`src/line_cfg_pkg.sv`:
```
package line_cfg_pkg;
  localparam int unsigned NUM_CHANNELS = 17;
  localparam int unsigned ADDR_W       = 8;
  // Per-channel register blocks: channel n at base + 4*n
  localparam logic [7:0] CH_STD_BASE   = 8'h00;
  localparam logic [7:0] RX_TERM_BASE  = 8'h48;
  localparam logic [7:0] STATUS_OFFSET = 8'h90;
  // Channel standard register fields
  localparam int unsigned CH_STD_BIT   = 0;
  // Receive termination register fields
  localparam int unsigned TERM_LO      = 0;
  localparam int unsigned TERM_EXT_BIT = 2;
  localparam int unsigned SINGLE_BIT   = 3;
  localparam int unsigned INT_RES_BIT  = 4;
  localparam logic [7:0] CH_STD_RESET  = 8'h00;
  localparam logic [7:0] RX_TERM_RESET = 8'h04;
  // Last count of the four-cycle settle wait per probe level
  localparam logic [1:0] SETTLE_LAST   = 2'h3;
  // Internal resistor codes
  localparam logic [1:0] RES_T1_100    = 2'h0;
  localparam logic [1:0] RES_J1_110    = 2'h1;
  localparam logic [1:0] RES_E1_120    = 2'h2;
  localparam logic [1:0] RES_E1_75     = 2'h3;
  localparam logic [1:0] RESP_OKAY     = 2'h0;
  localparam logic [1:0] RESP_SLVERR   = 2'h2;

  typedef enum logic [1:0] {
    MATCH_EXTERNAL,
    MATCH_PARTIAL,
    MATCH_FULL
  } match_mode_e;

  typedef enum logic {
    STD_T1J1,
    STD_E1
  } line_std_e;

  // Resolved strap level: open pin is a distinct third state
  typedef enum logic [1:0] {
    STRAP_LOW,
    STRAP_HIGH,
    STRAP_OPEN
  } strap_e;

  typedef struct packed {
    line_std_e   standard;
    logic        single_ended;
    logic        use_ring;
    match_mode_e match;
    logic [1:0]  resistor;
  } chan_ctrl_s;

  typedef struct packed {
    logic       oe;
    logic       out;
    logic       in;
  } pin_s;
endpackage

```
`src/line_mode_select.sv`:
```
// What this block does
// - Channel standard comes from override strap, standard strap and channel bit 0.
// - Override strap open: all channels E1 if standard strap low, else T1/J1.
// - Override strap low: each channel uses its own bit, 0 T1/J1, 1 E1.
// - Bit 3 of termination register picks single-ended or differential reception.
// - Differential uses tip and ring; single-ended uses tip only.
// - High-impedance pin low forces external matching on all 17 receivers.
// - High-impedance pin high: matching comes from each channel's own bits.
// - Termination bit 2 at 0 enables internal matching.
// - Termination bit 2 at 1 selects external; other matching bits ignored.
// - Bit 4 picks partial internal at 0, fully internal at 1.
// - Bits 1:0 pick resistor: T1 100, J1 110, E1 120, E1 75 ohm.
// - Single-ended reception always uses external matching, ignoring termination bits.
//
// The register offsets and register access over AXI4-Lite were chosen for this implementation.
module line_mode_select #(
  parameter int unsigned CHANNELS = line_cfg_pkg::NUM_CHANNELS
) (
  // Clock and reset
  input  wire logic                                     aclk,
  input  wire logic                                     aresetn,
  // AXI4-Lite write address
  input  wire logic [line_cfg_pkg::ADDR_W-1:0]          s_axi_awaddr,
  input  wire logic                                     s_axi_awvalid,
  output logic                                          s_axi_awready,
  // AXI4-Lite write data
  input  wire logic [31:0]                              s_axi_wdata,
  input  wire logic [3:0]                               s_axi_wstrb,
  input  wire logic                                     s_axi_wvalid,
  output logic                                          s_axi_wready,
  // AXI4-Lite write response
  output logic [1:0]                                    s_axi_bresp,
  output logic                                          s_axi_bvalid,
  input  wire logic                                     s_axi_bready,
  // AXI4-Lite read address
  input  wire logic [line_cfg_pkg::ADDR_W-1:0]          s_axi_araddr,
  input  wire logic                                     s_axi_arvalid,
  output logic                                          s_axi_arready,
  // AXI4-Lite read data
  output logic [31:0]                                   s_axi_rdata,
  output logic [1:0]                                    s_axi_rresp,
  output logic                                          s_axi_rvalid,
  input  wire logic                                     s_axi_rready,
  // Strap pins, three-state sensing
  input  wire logic                                     global_override_strap_in,
  output logic                                          global_override_strap_out,
  output logic                                          global_override_strap_oe,
  input  wire logic                                     global_standard_strap_in,
  output logic                                          global_standard_strap_out,
  output logic                                          global_standard_strap_oe,
  // Global high-impedance pin, active low
  input  wire logic                                     global_high_z_pin_n,
  // Per-channel front-end control
  output line_cfg_pkg::chan_ctrl_s [CHANNELS-1:0]       chan_ctrl,
  output logic                                          config_ready
);
  import line_cfg_pkg::*;

  localparam int unsigned IDX_W = $clog2(2 * CHANNELS + 1);

  logic [7:0]          ch_std_reg  [CHANNELS];
  logic [7:0]          rx_term_reg [CHANNELS];
  strap_e              override_level;
  strap_e              standard_level;
  logic                override_valid;
  logic                standard_valid;
  logic [1:0]          hz_sync_reg;
  logic                hz_low;

  logic                aw_held_reg;
  logic                w_held_reg;
  logic [ADDR_W-1:0]   awaddr_reg;
  logic [31:0]         wdata_reg;
  logic [3:0]          wstrb_reg;
  logic                bvalid_reg;
  logic [1:0]          bresp_reg;
  logic                rvalid_reg;
  logic [31:0]         rdata_reg;
  logic [1:0]          rresp_reg;
  logic                do_write;

  // Strap sensing, one instance per strap
  strap_sense u_override (
    .aclk    (aclk),
    .aresetn (aresetn),
    .pin_in  (global_override_strap_in),
    .pin_out (global_override_strap_out),
    .pin_oe  (global_override_strap_oe),
    .level   (override_level),
    .valid   (override_valid)
  );

  strap_sense u_standard (
    .aclk    (aclk),
    .aresetn (aresetn),
    .pin_in  (global_standard_strap_in),
    .pin_out (global_standard_strap_out),
    .pin_oe  (global_standard_strap_oe),
    .level   (standard_level),
    .valid   (standard_valid)
  );

  assign config_ready = override_valid && standard_valid;

  // High-impedance pin synchronised; two cycles of latency is the only delay
  always_ff @(posedge aclk) begin
    if (!aresetn) begin
      hz_sync_reg <= 2'h0;
    end else begin
      hz_sync_reg <= {hz_sync_reg[0], global_high_z_pin_n};
    end
  end

  // Reset value 0 keeps receivers high-impedance until the pin is seen high
  assign hz_low = !hz_sync_reg[1];

  // Write channel: accept address and data in either order
  assign s_axi_awready = !aw_held_reg && !bvalid_reg;
  assign s_axi_wready  = !w_held_reg && !bvalid_reg;
  assign do_write      = aw_held_reg && w_held_reg && !bvalid_reg;

  always_ff @(posedge aclk) begin
    if (!aresetn) begin
      aw_held_reg <= 1'b0;
      awaddr_reg  <= '0;
    end else if (s_axi_awvalid && s_axi_awready) begin
      aw_held_reg <= 1'b1;
      awaddr_reg  <= s_axi_awaddr;
    end else if (do_write) begin
      aw_held_reg <= 1'b0;
    end
  end

  always_ff @(posedge aclk) begin
    if (!aresetn) begin
      w_held_reg <= 1'b0;
      wdata_reg  <= '0;
      wstrb_reg  <= '0;
    end else if (s_axi_wvalid && s_axi_wready) begin
      w_held_reg <= 1'b1;
      wdata_reg  <= s_axi_wdata;
      wstrb_reg  <= s_axi_wstrb;
    end else if (do_write) begin
      w_held_reg <= 1'b0;
    end
  end

  function automatic logic [IDX_W:0] decode(input logic [ADDR_W-1:0] addr);
    logic [IDX_W:0] res;
    res = '1;
    if (addr[1:0] == 2'h0) begin
      if (addr >= CH_STD_BASE && addr < CH_STD_BASE + ADDR_W'(4 * CHANNELS)) begin
        res = (IDX_W + 1)'((addr - CH_STD_BASE) >> 2);
      end else if (addr >= RX_TERM_BASE && addr < RX_TERM_BASE + ADDR_W'(4 * CHANNELS)) begin
        res = (IDX_W + 1)'(((addr - RX_TERM_BASE) >> 2) + CHANNELS);
      end else if (addr == STATUS_OFFSET) begin
        res = (IDX_W + 1)'(2 * CHANNELS);
      end
    end
    return res;
  endfunction

  // Only the low byte holds data, so lane 0 decides
  always_ff @(posedge aclk) begin
    if (!aresetn) begin
      for (int i = 0; i < CHANNELS; i++) begin
        ch_std_reg[i]  <= CH_STD_RESET;
        rx_term_reg[i] <= RX_TERM_RESET;
      end
    end else if (do_write && wstrb_reg[0]) begin
      for (int i = 0; i < CHANNELS; i++) begin
        if (decode(awaddr_reg) == (IDX_W + 1)'(i)) begin
          ch_std_reg[i] <= wdata_reg[7:0];
        end
        if (decode(awaddr_reg) == (IDX_W + 1)'(i + CHANNELS)) begin
          rx_term_reg[i] <= wdata_reg[7:0];
        end
      end
    end
  end

  always_ff @(posedge aclk) begin
    if (!aresetn) begin
      bvalid_reg <= 1'b0;
      bresp_reg  <= RESP_OKAY;
    end else if (do_write) begin
      bvalid_reg <= 1'b1;
      bresp_reg  <= (decode(awaddr_reg) == '1) ? RESP_SLVERR : RESP_OKAY;
    end else if (s_axi_bready) begin
      bvalid_reg <= 1'b0;
    end
  end

  assign s_axi_bvalid = bvalid_reg;
  assign s_axi_bresp  = bresp_reg;

  // Read channel: one read in flight, answer one cycle after address
  assign s_axi_arready = !rvalid_reg;

  always_ff @(posedge aclk) begin
    if (!aresetn) begin
      rvalid_reg <= 1'b0;
      rdata_reg  <= '0;
      rresp_reg  <= RESP_OKAY;
    end else if (s_axi_arvalid && s_axi_arready) begin
      rvalid_reg <= 1'b1;
      rdata_reg  <= '0;
      rresp_reg  <= RESP_OKAY;
      if (decode(s_axi_araddr) == '1) begin
        rresp_reg <= RESP_SLVERR;
      end else if (decode(s_axi_araddr) == (IDX_W + 1)'(2 * CHANNELS)) begin
        rdata_reg <= {26'h0, config_ready, hz_low, standard_level, override_level};
      end
      for (int i = 0; i < CHANNELS; i++) begin
        if (decode(s_axi_araddr) == (IDX_W + 1)'(i)) begin
          rdata_reg <= {24'h0, ch_std_reg[i]};
        end
        if (decode(s_axi_araddr) == (IDX_W + 1)'(i + CHANNELS)) begin
          rdata_reg <= {24'h0, rx_term_reg[i]};
        end
      end
    end else if (s_axi_rready) begin
      rvalid_reg <= 1'b0;
    end
  end

  assign s_axi_rvalid = rvalid_reg;
  assign s_axi_rdata  = rdata_reg;
  assign s_axi_rresp  = rresp_reg;

  // Per-channel resolution; purely combinational from the register and pins
  generate
    for (genvar c = 0; c < CHANNELS; c++) begin : g_chan
      logic [7:0] term;
      assign term = rx_term_reg[c];

      always_comb begin
        chan_ctrl[c] = '0;
        // Standard
        if (override_level == STRAP_LOW) begin
          chan_ctrl[c].standard = ch_std_reg[c][CH_STD_BIT] ? STD_E1 : STD_T1J1;
        end else begin
          chan_ctrl[c].standard = (standard_level == STRAP_LOW) ? STD_E1 : STD_T1J1;
        end
        // Reception mode
        chan_ctrl[c].single_ended = term[SINGLE_BIT];
        chan_ctrl[c].use_ring     = !term[SINGLE_BIT];
        // Matching; pin forces external after its two-cycle synchroniser, no write needed
        if (hz_low || term[SINGLE_BIT]) begin
          chan_ctrl[c].match = MATCH_EXTERNAL;
        end else if (term[TERM_EXT_BIT]) begin
          chan_ctrl[c].match = MATCH_EXTERNAL;
        end else begin
          chan_ctrl[c].match    = term[INT_RES_BIT] ? MATCH_FULL : MATCH_PARTIAL;
          chan_ctrl[c].resistor = term[TERM_LO +: 2];
        end
      end
    end
  endgenerate
endmodule

```
`src/strap_sense.sv`:
```
// Open-pin detection: drive weakly high, then weakly low, and compare
module strap_sense (
  // Clock and reset
  input  wire logic                   aclk,
  input  wire logic                   aresetn,
  // Pin
  input  wire logic                   pin_in,
  output logic                        pin_out,
  output logic                        pin_oe,
  // Result
  output line_cfg_pkg::strap_e        level,
  output logic                        valid
);
  import line_cfg_pkg::*;

  typedef enum logic [2:0] {S_HI, S_HI_WAIT, S_LO, S_LO_WAIT, S_DONE} phase_e;

  phase_e     phase_reg;
  logic [1:0] sync_reg;
  logic [1:0] settle_reg;
  logic       seen_hi_reg;
  strap_e     level_reg;

  // Two stages before any logic looks at the pin
  always_ff @(posedge aclk) begin
    if (!aresetn) begin
      sync_reg <= 2'h0;
    end else begin
      sync_reg <= {sync_reg[0], pin_in};
    end
  end

  always_ff @(posedge aclk) begin
    if (!aresetn) begin
      phase_reg   <= S_HI;
      settle_reg  <= 2'h0;
      seen_hi_reg <= 1'b0;
      level_reg   <= STRAP_LOW;
    end else begin
      unique case (phase_reg)
        S_HI: begin
          settle_reg <= 2'h0;
          phase_reg  <= S_HI_WAIT;
        end
        S_HI_WAIT: begin
          settle_reg <= settle_reg + 2'h1;
          if (settle_reg == SETTLE_LAST) begin
            seen_hi_reg <= sync_reg[1];
            phase_reg   <= S_LO;
          end
        end
        S_LO: begin
          settle_reg <= 2'h0;
          phase_reg  <= S_LO_WAIT;
        end
        S_LO_WAIT: begin
          settle_reg <= settle_reg + 2'h1;
          if (settle_reg == SETTLE_LAST) begin
            // Follows both probes: open; held low: low; held high: high
            if (seen_hi_reg && !sync_reg[1]) begin
              level_reg <= STRAP_OPEN;
            end else if (sync_reg[1]) begin
              level_reg <= STRAP_HIGH;
            end else begin
              level_reg <= STRAP_LOW;
            end
            phase_reg <= S_DONE;
          end
        end
        S_DONE: begin
          phase_reg <= S_DONE;
        end
        default: begin
          phase_reg <= S_HI;
        end
      endcase
    end
  end

  // Weak probe drive only during sampling; released afterwards
  assign pin_oe  = (phase_reg != S_DONE);
  assign pin_out = (phase_reg == S_HI) || (phase_reg == S_HI_WAIT);
  assign level   = level_reg;
  assign valid   = (phase_reg == S_DONE);
endmodule
```
`config.mk`:
```
export PLATFORM = sky130hd
export DESIGN_NAME = line_mode_select
export DESIGN_NICKNAME = d
export VERILOG_FILES = /design/src/line_cfg_pkg.sv /design/src/line_mode_select.sv /design/src/strap_sense.sv
export SDC_FILE = /design/constraint.sdc
export NUM_CORES = 1
export LEC_CHECK = 0
export BUFFER_PORTS_ARGS = -buffer_cell sky130_fd_sc_hd__buf_2
export CORE_ASPECT_RATIO = 0.7
export CORE_MARGIN = 5
export CORE_UTILIZATION = 52
export CTS_BUF_LIST = sky130_fd_sc_hd__clkbuf_16
export DETAILED_ROUTE_END_ITERATION = 6
export PLACE_DENSITY = 0.86
export SYNTH_ARGS = -nofsm -noshare
export SYNTH_HDL_FRONTEND = slang
export SYNTH_SLANG_ARGS = --single-unit
```
`constraint.sdc`:
```
create_clock -name aclk -period 3.6 [get_ports aclk]
set_input_delay 0.72 -clock aclk [delete_from_list [all_inputs] [get_ports aclk]]
set_output_delay 0.72 -clock aclk [all_outputs]
set_load 0.01 [all_outputs]
```
== Word level (Yosys, flattened, before mapping) ==
Memories as Yosys holds them, arrays and structs flattened.
Cells that the tools add are included.

* Register bits: 79
* Memory bits (writable): 272
* Output and inout port bits: 165
* Memories: 2

* Add/subtract/negate cells: 6
* Magnitude comparators: 8
* Equality and inequality tests: 87
* Multiplexer cells: 365
* Bitwise logic cells: 34
* Reduce and logical (&&, ||, !) cells: 82

{| class="wikitable"
|+ Memory list
! memory !! words !! width !! read ports !! clocked after Yosys merged registers in !! write ports !! line !! RTL
|-
| ch_std_reg || 17 || 8 || 17 || 0 || 17 || line_mode_select.sv:61 || <nowiki>logic [7:0] ch_std_reg [CHANNELS];</nowiki>
|-
| rx_term_reg || 17 || 8 || 17 || 0 || 17 || line_mode_select.sv:62 || <nowiki>logic [7:0] rx_term_reg [CHANNELS];</nowiki>
|}

{| class="wikitable"
|+ Operators with widths
! operator !! number
|-
| $mux 32 || 34
|-
| $mux 8 || 34
|-
| $eq 7x5->1 const B || 32
|-
| $mux 1 || 181
|-
| $mux 2 || 89
|-
| $mux 7 || 17
|-
| $eq 7x4->1 const B || 16
|-
| $eq 7x3->1 const B || 8
|-
| $eq 7x6->1 const B || 5
|-
| $or 1x1->1 || 34
|-
| $pmux 3 s5 || 2
|-
| $eq 7x2->1 const B || 4
|-
| $logic_not 1->1 || 24
|-
| $logic_or 1x1->1 || 19
|-
| $sub 8x7->9 const B || 2
|-
| $eq 8x8->1 const B || 2
|-
| $ge 8x1->1 const B || 2
|-
| $ge 8x7->1 const B || 2
|-
| $lt 8x7->1 const B || 2
|-
| $lt 8x8->1 const B || 2
|-
| $logic_and 1x1->1 || 15
|-
| $add 7x5->7 const B || 2
|-
| $eq 7x1->1 const B || 2
|-
| $eq 7x7->1 const B || 2
|-
| 16 further kinds || 50
|}

== Logic depth before layout (Yosys ltp) ==
* Depth after elaboration: 48
* Depth in mapped cells: 17
* Depth with buffers taken out: 13

== Hierarchy ==
From an unflattened synthesis, not the netlist that was laid out.

* Cell total of the unflattened synthesis: 1446
* Area total of the unflattened synthesis: 16236.8 µm²

{| class="wikitable"
|+ Modules (own cells, without submodules)
! module !! instances !! cells an instance !! area each (µm²)
|-
| line_mode_select || 1 || 1368 || 15428.5
|-
| strap_sense || 2 || 39 || 404.1
|}

== Least setup slack after synthesis ==
OpenSTA, ideal clock, no wires.

* Kind: input to register
* Start: input s_axi_araddr[4] (netlist bit)
* End: register rdata_reg[3] (netlist: s_axi_rdata[3])
* Library setup time: 0.064 ns
* Arrival time: 3.599 ns
* Slack: -0.063 ns
* Stages on the path: 14
* Path through: buf_6 inv_1 ha_1 nand2b_1 a21o_1 o21ai_2 mux2_2 nand2_1 buf_2 nor3_2 or4_4 o221ai_1 o211ai_1 nor2_1

* Word-level cells in the longest chain between the ends: 45
* Elaborated cells on any way between the ends: 90

{| class="wikitable"
|+ RTL lines
! element !! line !! RTL
|-
| from (decl) || line_mode_select.sv:36 || <nowiki>input wire logic [line_cfg_pkg::ADDR_W-1:0] s_axi_araddr,</nowiki>
|-
| $sub 8x7->9 (tied with other cells) || line_mode_select.sv:155 || <nowiki>res = (IDX_W + 1)'(((addr - RX_TERM_BASE) >> 2) + CHANNELS);</nowiki>
|-
| $add 7x5->7 (tied with other cells) || line_mode_select.sv:155 ||
|-
| $mux 7 || line_mode_select.sv:154 || <nowiki>end else if (addr >= RX_TERM_BASE && addr < RX_TERM_BASE + ADDR_W'(4 * CHANNELS)) begin</nowiki>
|-
| $mux 7 (*) || line_mode_select.sv:152 || <nowiki>if (addr >= CH_STD_BASE && addr < CH_STD_BASE + ADDR_W'(4 * CHANNELS)) begin</nowiki>
|-
| $mux 7 (*) || line_mode_select.sv:151 || <nowiki>if (addr[1:0] == 2'h0) begin</nowiki>
|-
| $mux 7 || line_mode_select.sv:209 || <nowiki>if (decode(s_axi_araddr) == '1) begin</nowiki>
|-
| $mux 7 || line_mode_select.sv:205 || <nowiki>end else if (s_axi_arvalid && s_axi_arready) begin</nowiki>
|-
| $mux 7 || line_mode_select.sv:201 || <nowiki>if (!aresetn) begin</nowiki>
|-
| [29 not listed] || - ||
|-
| $mux 32 || line_mode_select.sv:215 || <nowiki>if (decode(s_axi_araddr) == (IDX_W + 1)'(i)) begin</nowiki>
|-
| $mux 32 || line_mode_select.sv:218 || <nowiki>if (decode(s_axi_araddr) == (IDX_W + 1)'(i + CHANNELS)) begin</nowiki>
|-
| $mux 32 || line_mode_select.sv:215 ||
|-
| $mux 32 || line_mode_select.sv:218 ||
|-
| $mux 32 || line_mode_select.sv:215 ||
|-
| $mux 32 || line_mode_select.sv:218 ||
|-
| $mux 32 || line_mode_select.sv:215 ||
|-
| $mux 32 (*) || line_mode_select.sv:218 ||
|-
| to (signal assigned) || line_mode_select.sv:212 || <nowiki>rdata_reg <= {26'h0, config_ready, hz_low, standard_level, override_level};</nowiki>
|-
| to (signal assigned) || line_mode_select.sv:216 || <nowiki>rdata_reg <= {24'h0, ch_std_reg[i]};</nowiki>
|-
| to (signal assigned) || line_mode_select.sv:219 || <nowiki>rdata_reg <= {24'h0, rx_term_reg[i]};</nowiki>
|-
| to (decl) || line_mode_select.sv:78 || <nowiki>logic [31:0] rdata_reg;</nowiki>
|}

Mark *: on every way between the ends. The rest lies on a longest branch, timed or not. The select of a mux whose other input is x is not followed.
A chain may end at the register's enable or synchronous reset.

== Worst setup path after layout ==
* Start: input s_axi_araddr[5] (netlist bit)
* End: register rdata_reg[1] (netlist: s_axi_rdata[1])

Same word-level chain as after synthesis.

==> key figures <==
Timing
  – Final Hold Viols: 0
  – Unrepaired setup endpoints after global routing: yes
  – Period minus WS final: 3.62 ns
  – Fin worst setup slack: -0.0245 ns
  – Fin Setup TNS: -0.0245 ns
  – Relative slew slack: a little over a third
  – Final Skew: 0.0138 ns
  – F_max: 0.276 GHz
  – Slew Limit Fails: 0
  – Slew @ Worst Pin: 0.975 ns
  – Final period utilization: 101%
  – Setup violators final: 1

Power and ir drop
  – Pwr per Cell Area: 387 mW/mm^2
  – Worst vdd ir: 0.000386 V
  – Overall power: 0.00846 W
  – Leak Pwr: 8.90 nW

Global route
  – Number of global-route vias before repair: 14.2k
  – GRT Residual Overflow: 0
  – Total track usage: 34.0%
  – First-pass GRT wire length: 89.8 mm
  – Initial antenna violation count: 2
  – Pin count of the biggest net entering global routing: 44

CTS
  – CTS Buf Count: 31
  – Clock Tree Buf Depth: 3
  – Clock Sinks: between 300 and 400
  – CTS tree: done
  – CTS clk-pin slew, worst paths: 0.06 ns
  – H-tree depth: 1
  – Clock Latency Late Sink: 0.59 ns
  – CTS Root Cell: clkbuf_16

Job
  – Max_cap viols: 0

Finish
  – Final Instance Count excl. Fillers: 2378
  – Fill count: 2220
  – Finished Cell Area: around 0.022 sq mm
  – Antenna diodes: 0
  – Multi-input logic area: 0.00709 sq mm
  – Final Core Density: 70.8%
  – Area grow syn2layout: 35.3%
  – Register Area: 0.00923 sq mm
  – Layout cell share with drive strength beyond 1: ~39%
  – Total Nets Final: approximately 2.0k

Synth
  – #FFs+latches synth: around 330
  – Number of enable flip-flop cells after synthesis: approximately 270
  – Synthesized cell area: 0.0162 sq mm
  – Top post-synthesis cells by area: edfxtp_1, dfxtp_1, and2_1, o21ai_0, nand2_1
  – Post-Synthesis Cells: 1431
  – Commonest cells in the netlist: edfxtp_1, nand2_1, o21ai_0
  – Post-synth top area cell: edfxtp_1
  – Area share of the largest cell type after synthesis: 50.5%
  – YS warnings: 0
  – Count leader, synth: edfxtp_1
  – Post-synthesis average cell area: 11.3 sq um
  – Library cells used by synthesis: 94
  – Post-synth top flop: edfxtp_1
  – Asr flop ratio synth: 0%
  – Sequential share of the synthesized area: 57.0%

Worst hold path
  – Min-delay worst type: primary input to register
  – Min-delay src: global_standard_strap_in

Setup path
  – FF-to-FF Start: awaddr_reg[3]$_SDFFE_PN0P_
  – WS Path Type: primary input to register
  – CP Cell Sequence: buf_2, or2_4, o32ai_4, buf_4, o211ai_1, buf_4, a211oi_2, buf_4, nand2_1, o32ai_1, a2111oi_4, nand3_2, a21o_1, a21oi_2, a211o_1
  – Worst path max stage delay: 0.59 ns
  – Crit end category: register
  – Worst EP arrival: 4.09 ns
  – Worst endpoint required time: a little over 4 ns
  – Crit path max-delay family: compound AO/OA/AOI/OAI gates
  – Critical path buffers and inverters: 4
  – CP dominant cell by count: buf_4
  – Max Fanout on Critical Path: 7
  – Critical Path Start: s_axi_araddr[5]
  – Worst path slowest cell: o32ai_1
  – Setup crit start kind: primary input

Die
  – Ports: 227
  – Starting Density: 52.3%
  – Die W: 221 um
  – FP Rows: 54
  – Die ar.: around 0.035 sq mm
  – Die Y: 158 um
  – Core area: 0.0309 sq mm

Drt
  – Vias: about 15k
  – DRC: 1
  – Drt wl/cell: approximately 26 um
  – Drt via density: 6.35
  – Total iterations of the first detailed-routing run: 7
  – Drt initial violations: 2528
  – Drt total wl: around 63 mm
  – Post-DRT Antenna Nets: 0

Placed design
  – Hpwl dp: 46.6 mm
  – Placed Cells incl. Taps: 2305
  – IO Port Bufs: 173
  – Final Wtd Congestion: around 1.0
  – Cell Area, Placed: approximately 0.02 sq mm

Run status
  – Failing checks: DRC, setup timing
  – Outcome: finished, violations left
cell usage in the layout (no fill, tap or decap), types with 10 or more instances in the layout:
cell type,count
nor3b_1,23
nor3_2,13
buf_6,12
nor2b_1,42
a21boi_0,15
buf_2,172
a31oi_1,11
mux2i_1,15
nand2_2,10
o211ai_1,13
nand3_2,10
edfxtp_1,272
and2_1,72
buf_12,16
ha_1,10
a221oi_1,11
a22oi_1,12
nor2_1,72
a21oi_2,10
o221ai_1,11
conb_1,26
clkbuf_16,31
nor3_1,23
nand4_1,17
o22ai_1,31
a21oi_1,44
a21o_1,22
buf_4,349
o21ai_0,81
dfxtp_1,53
inv_1,44
nor2_2,10
nand2_1,98
nand3_1,41
final cells by class:
cell class	count	area share (%)
Multi-Input combinational cell	991	32.4
Clock buffer	31	3.54
Clock inverter	27	0.920
Inverter	35	0.634
Sequential cell	325	42.1
Timing Repair Buffer	549	18.0
Tap cell	420	2.40
per-stage QoR:
step                setup slack, ns  hold WS, ns
finish                      -0.0245        0.355
CTS                         -0.0845        0.337
detailed placement           -0.922        0.419
global route                -0.0955        0.353
floorplan                  -0.00480        0.412
global placement             -0.944        0.416
where the power goes:
part	total (W)	internal, W	switching, W
logic	0.000985	0.000403	0.000583
clock network	0.00320	0.00177	0.00143
registers	0.00428	0.00419	0.0000938
path summary, 6_finish.rpt:
path | depth (start not counted) | to | slack [ns]
worst max-delay path | 15 | s_axi_rdata[1]$_SDFFE_PN0P_ | -0.02
worst max register to register | 15 | rx_term_reg[0][58]$_DFFE_PP_ | 0.12
worst min-delay path | 2 | u_standard.sync_reg[0]$_SDFF_PN0_ | 0.35
worst min register to register | 1 | hz_sync_reg[1]$_SDFF_PN0_ | 0.43
per-layer routing:
metal  part of all wire (%)  track usage [%]  vias up
li1                       -                -     6429
met1                     39             49.5     7253
met2                     43             50.5     1268
met3                     16             10.2      153
met4                    3.0             8.29        0
met5                      0                0        -
what timing repair did:
action,4_1_cts,5_1_grt
hold endpoints to repair,0,0
hold buffers,0,0
resized for setup,38,142
pin swaps,7,38
buffers inserted,3,16
setup endpoints to repair,155,430
cell families (layout without fill, tap and decap cells):
| family | after synthesis | in the layout | share of synthesized area [%] |
|---|---|---|---|
| xor+xnor | 13 | 13 | 0.704 |
| mux | 18 | 18 | 1.20 |
| fa+ha+maj | 16 | 16 | 1.24 |
| flops | 325 | 325 | 57.0 |
| simple gates | 526 | 526 | 17.9 |
| compound gates | 392 | 392 | 17.1 |
| buf+inv | 140 | 642 | 4.79 |
| other cells | 1 | 26 | 0.0232 |
worst reg2reg max path, stage by stage, from the launching register on:
cell	delay (ns)
dfxtp_1	0.31
inv_1	0.15
buf_4	0.15
ha_1	0.16
nor2b_2	0.24
nand2_1	0.12
xnor2_1	0.23
o22ai_1	0.12
o22ai_2	0.16
nand2_1	0.09
or3_1	0.43
o22ai_1	0.16
o2bb2ai_1	0.18
a31oi_4	0.18
or2_2	0.37
buf_12	0.17
Power figures use the tool's default switching activity.
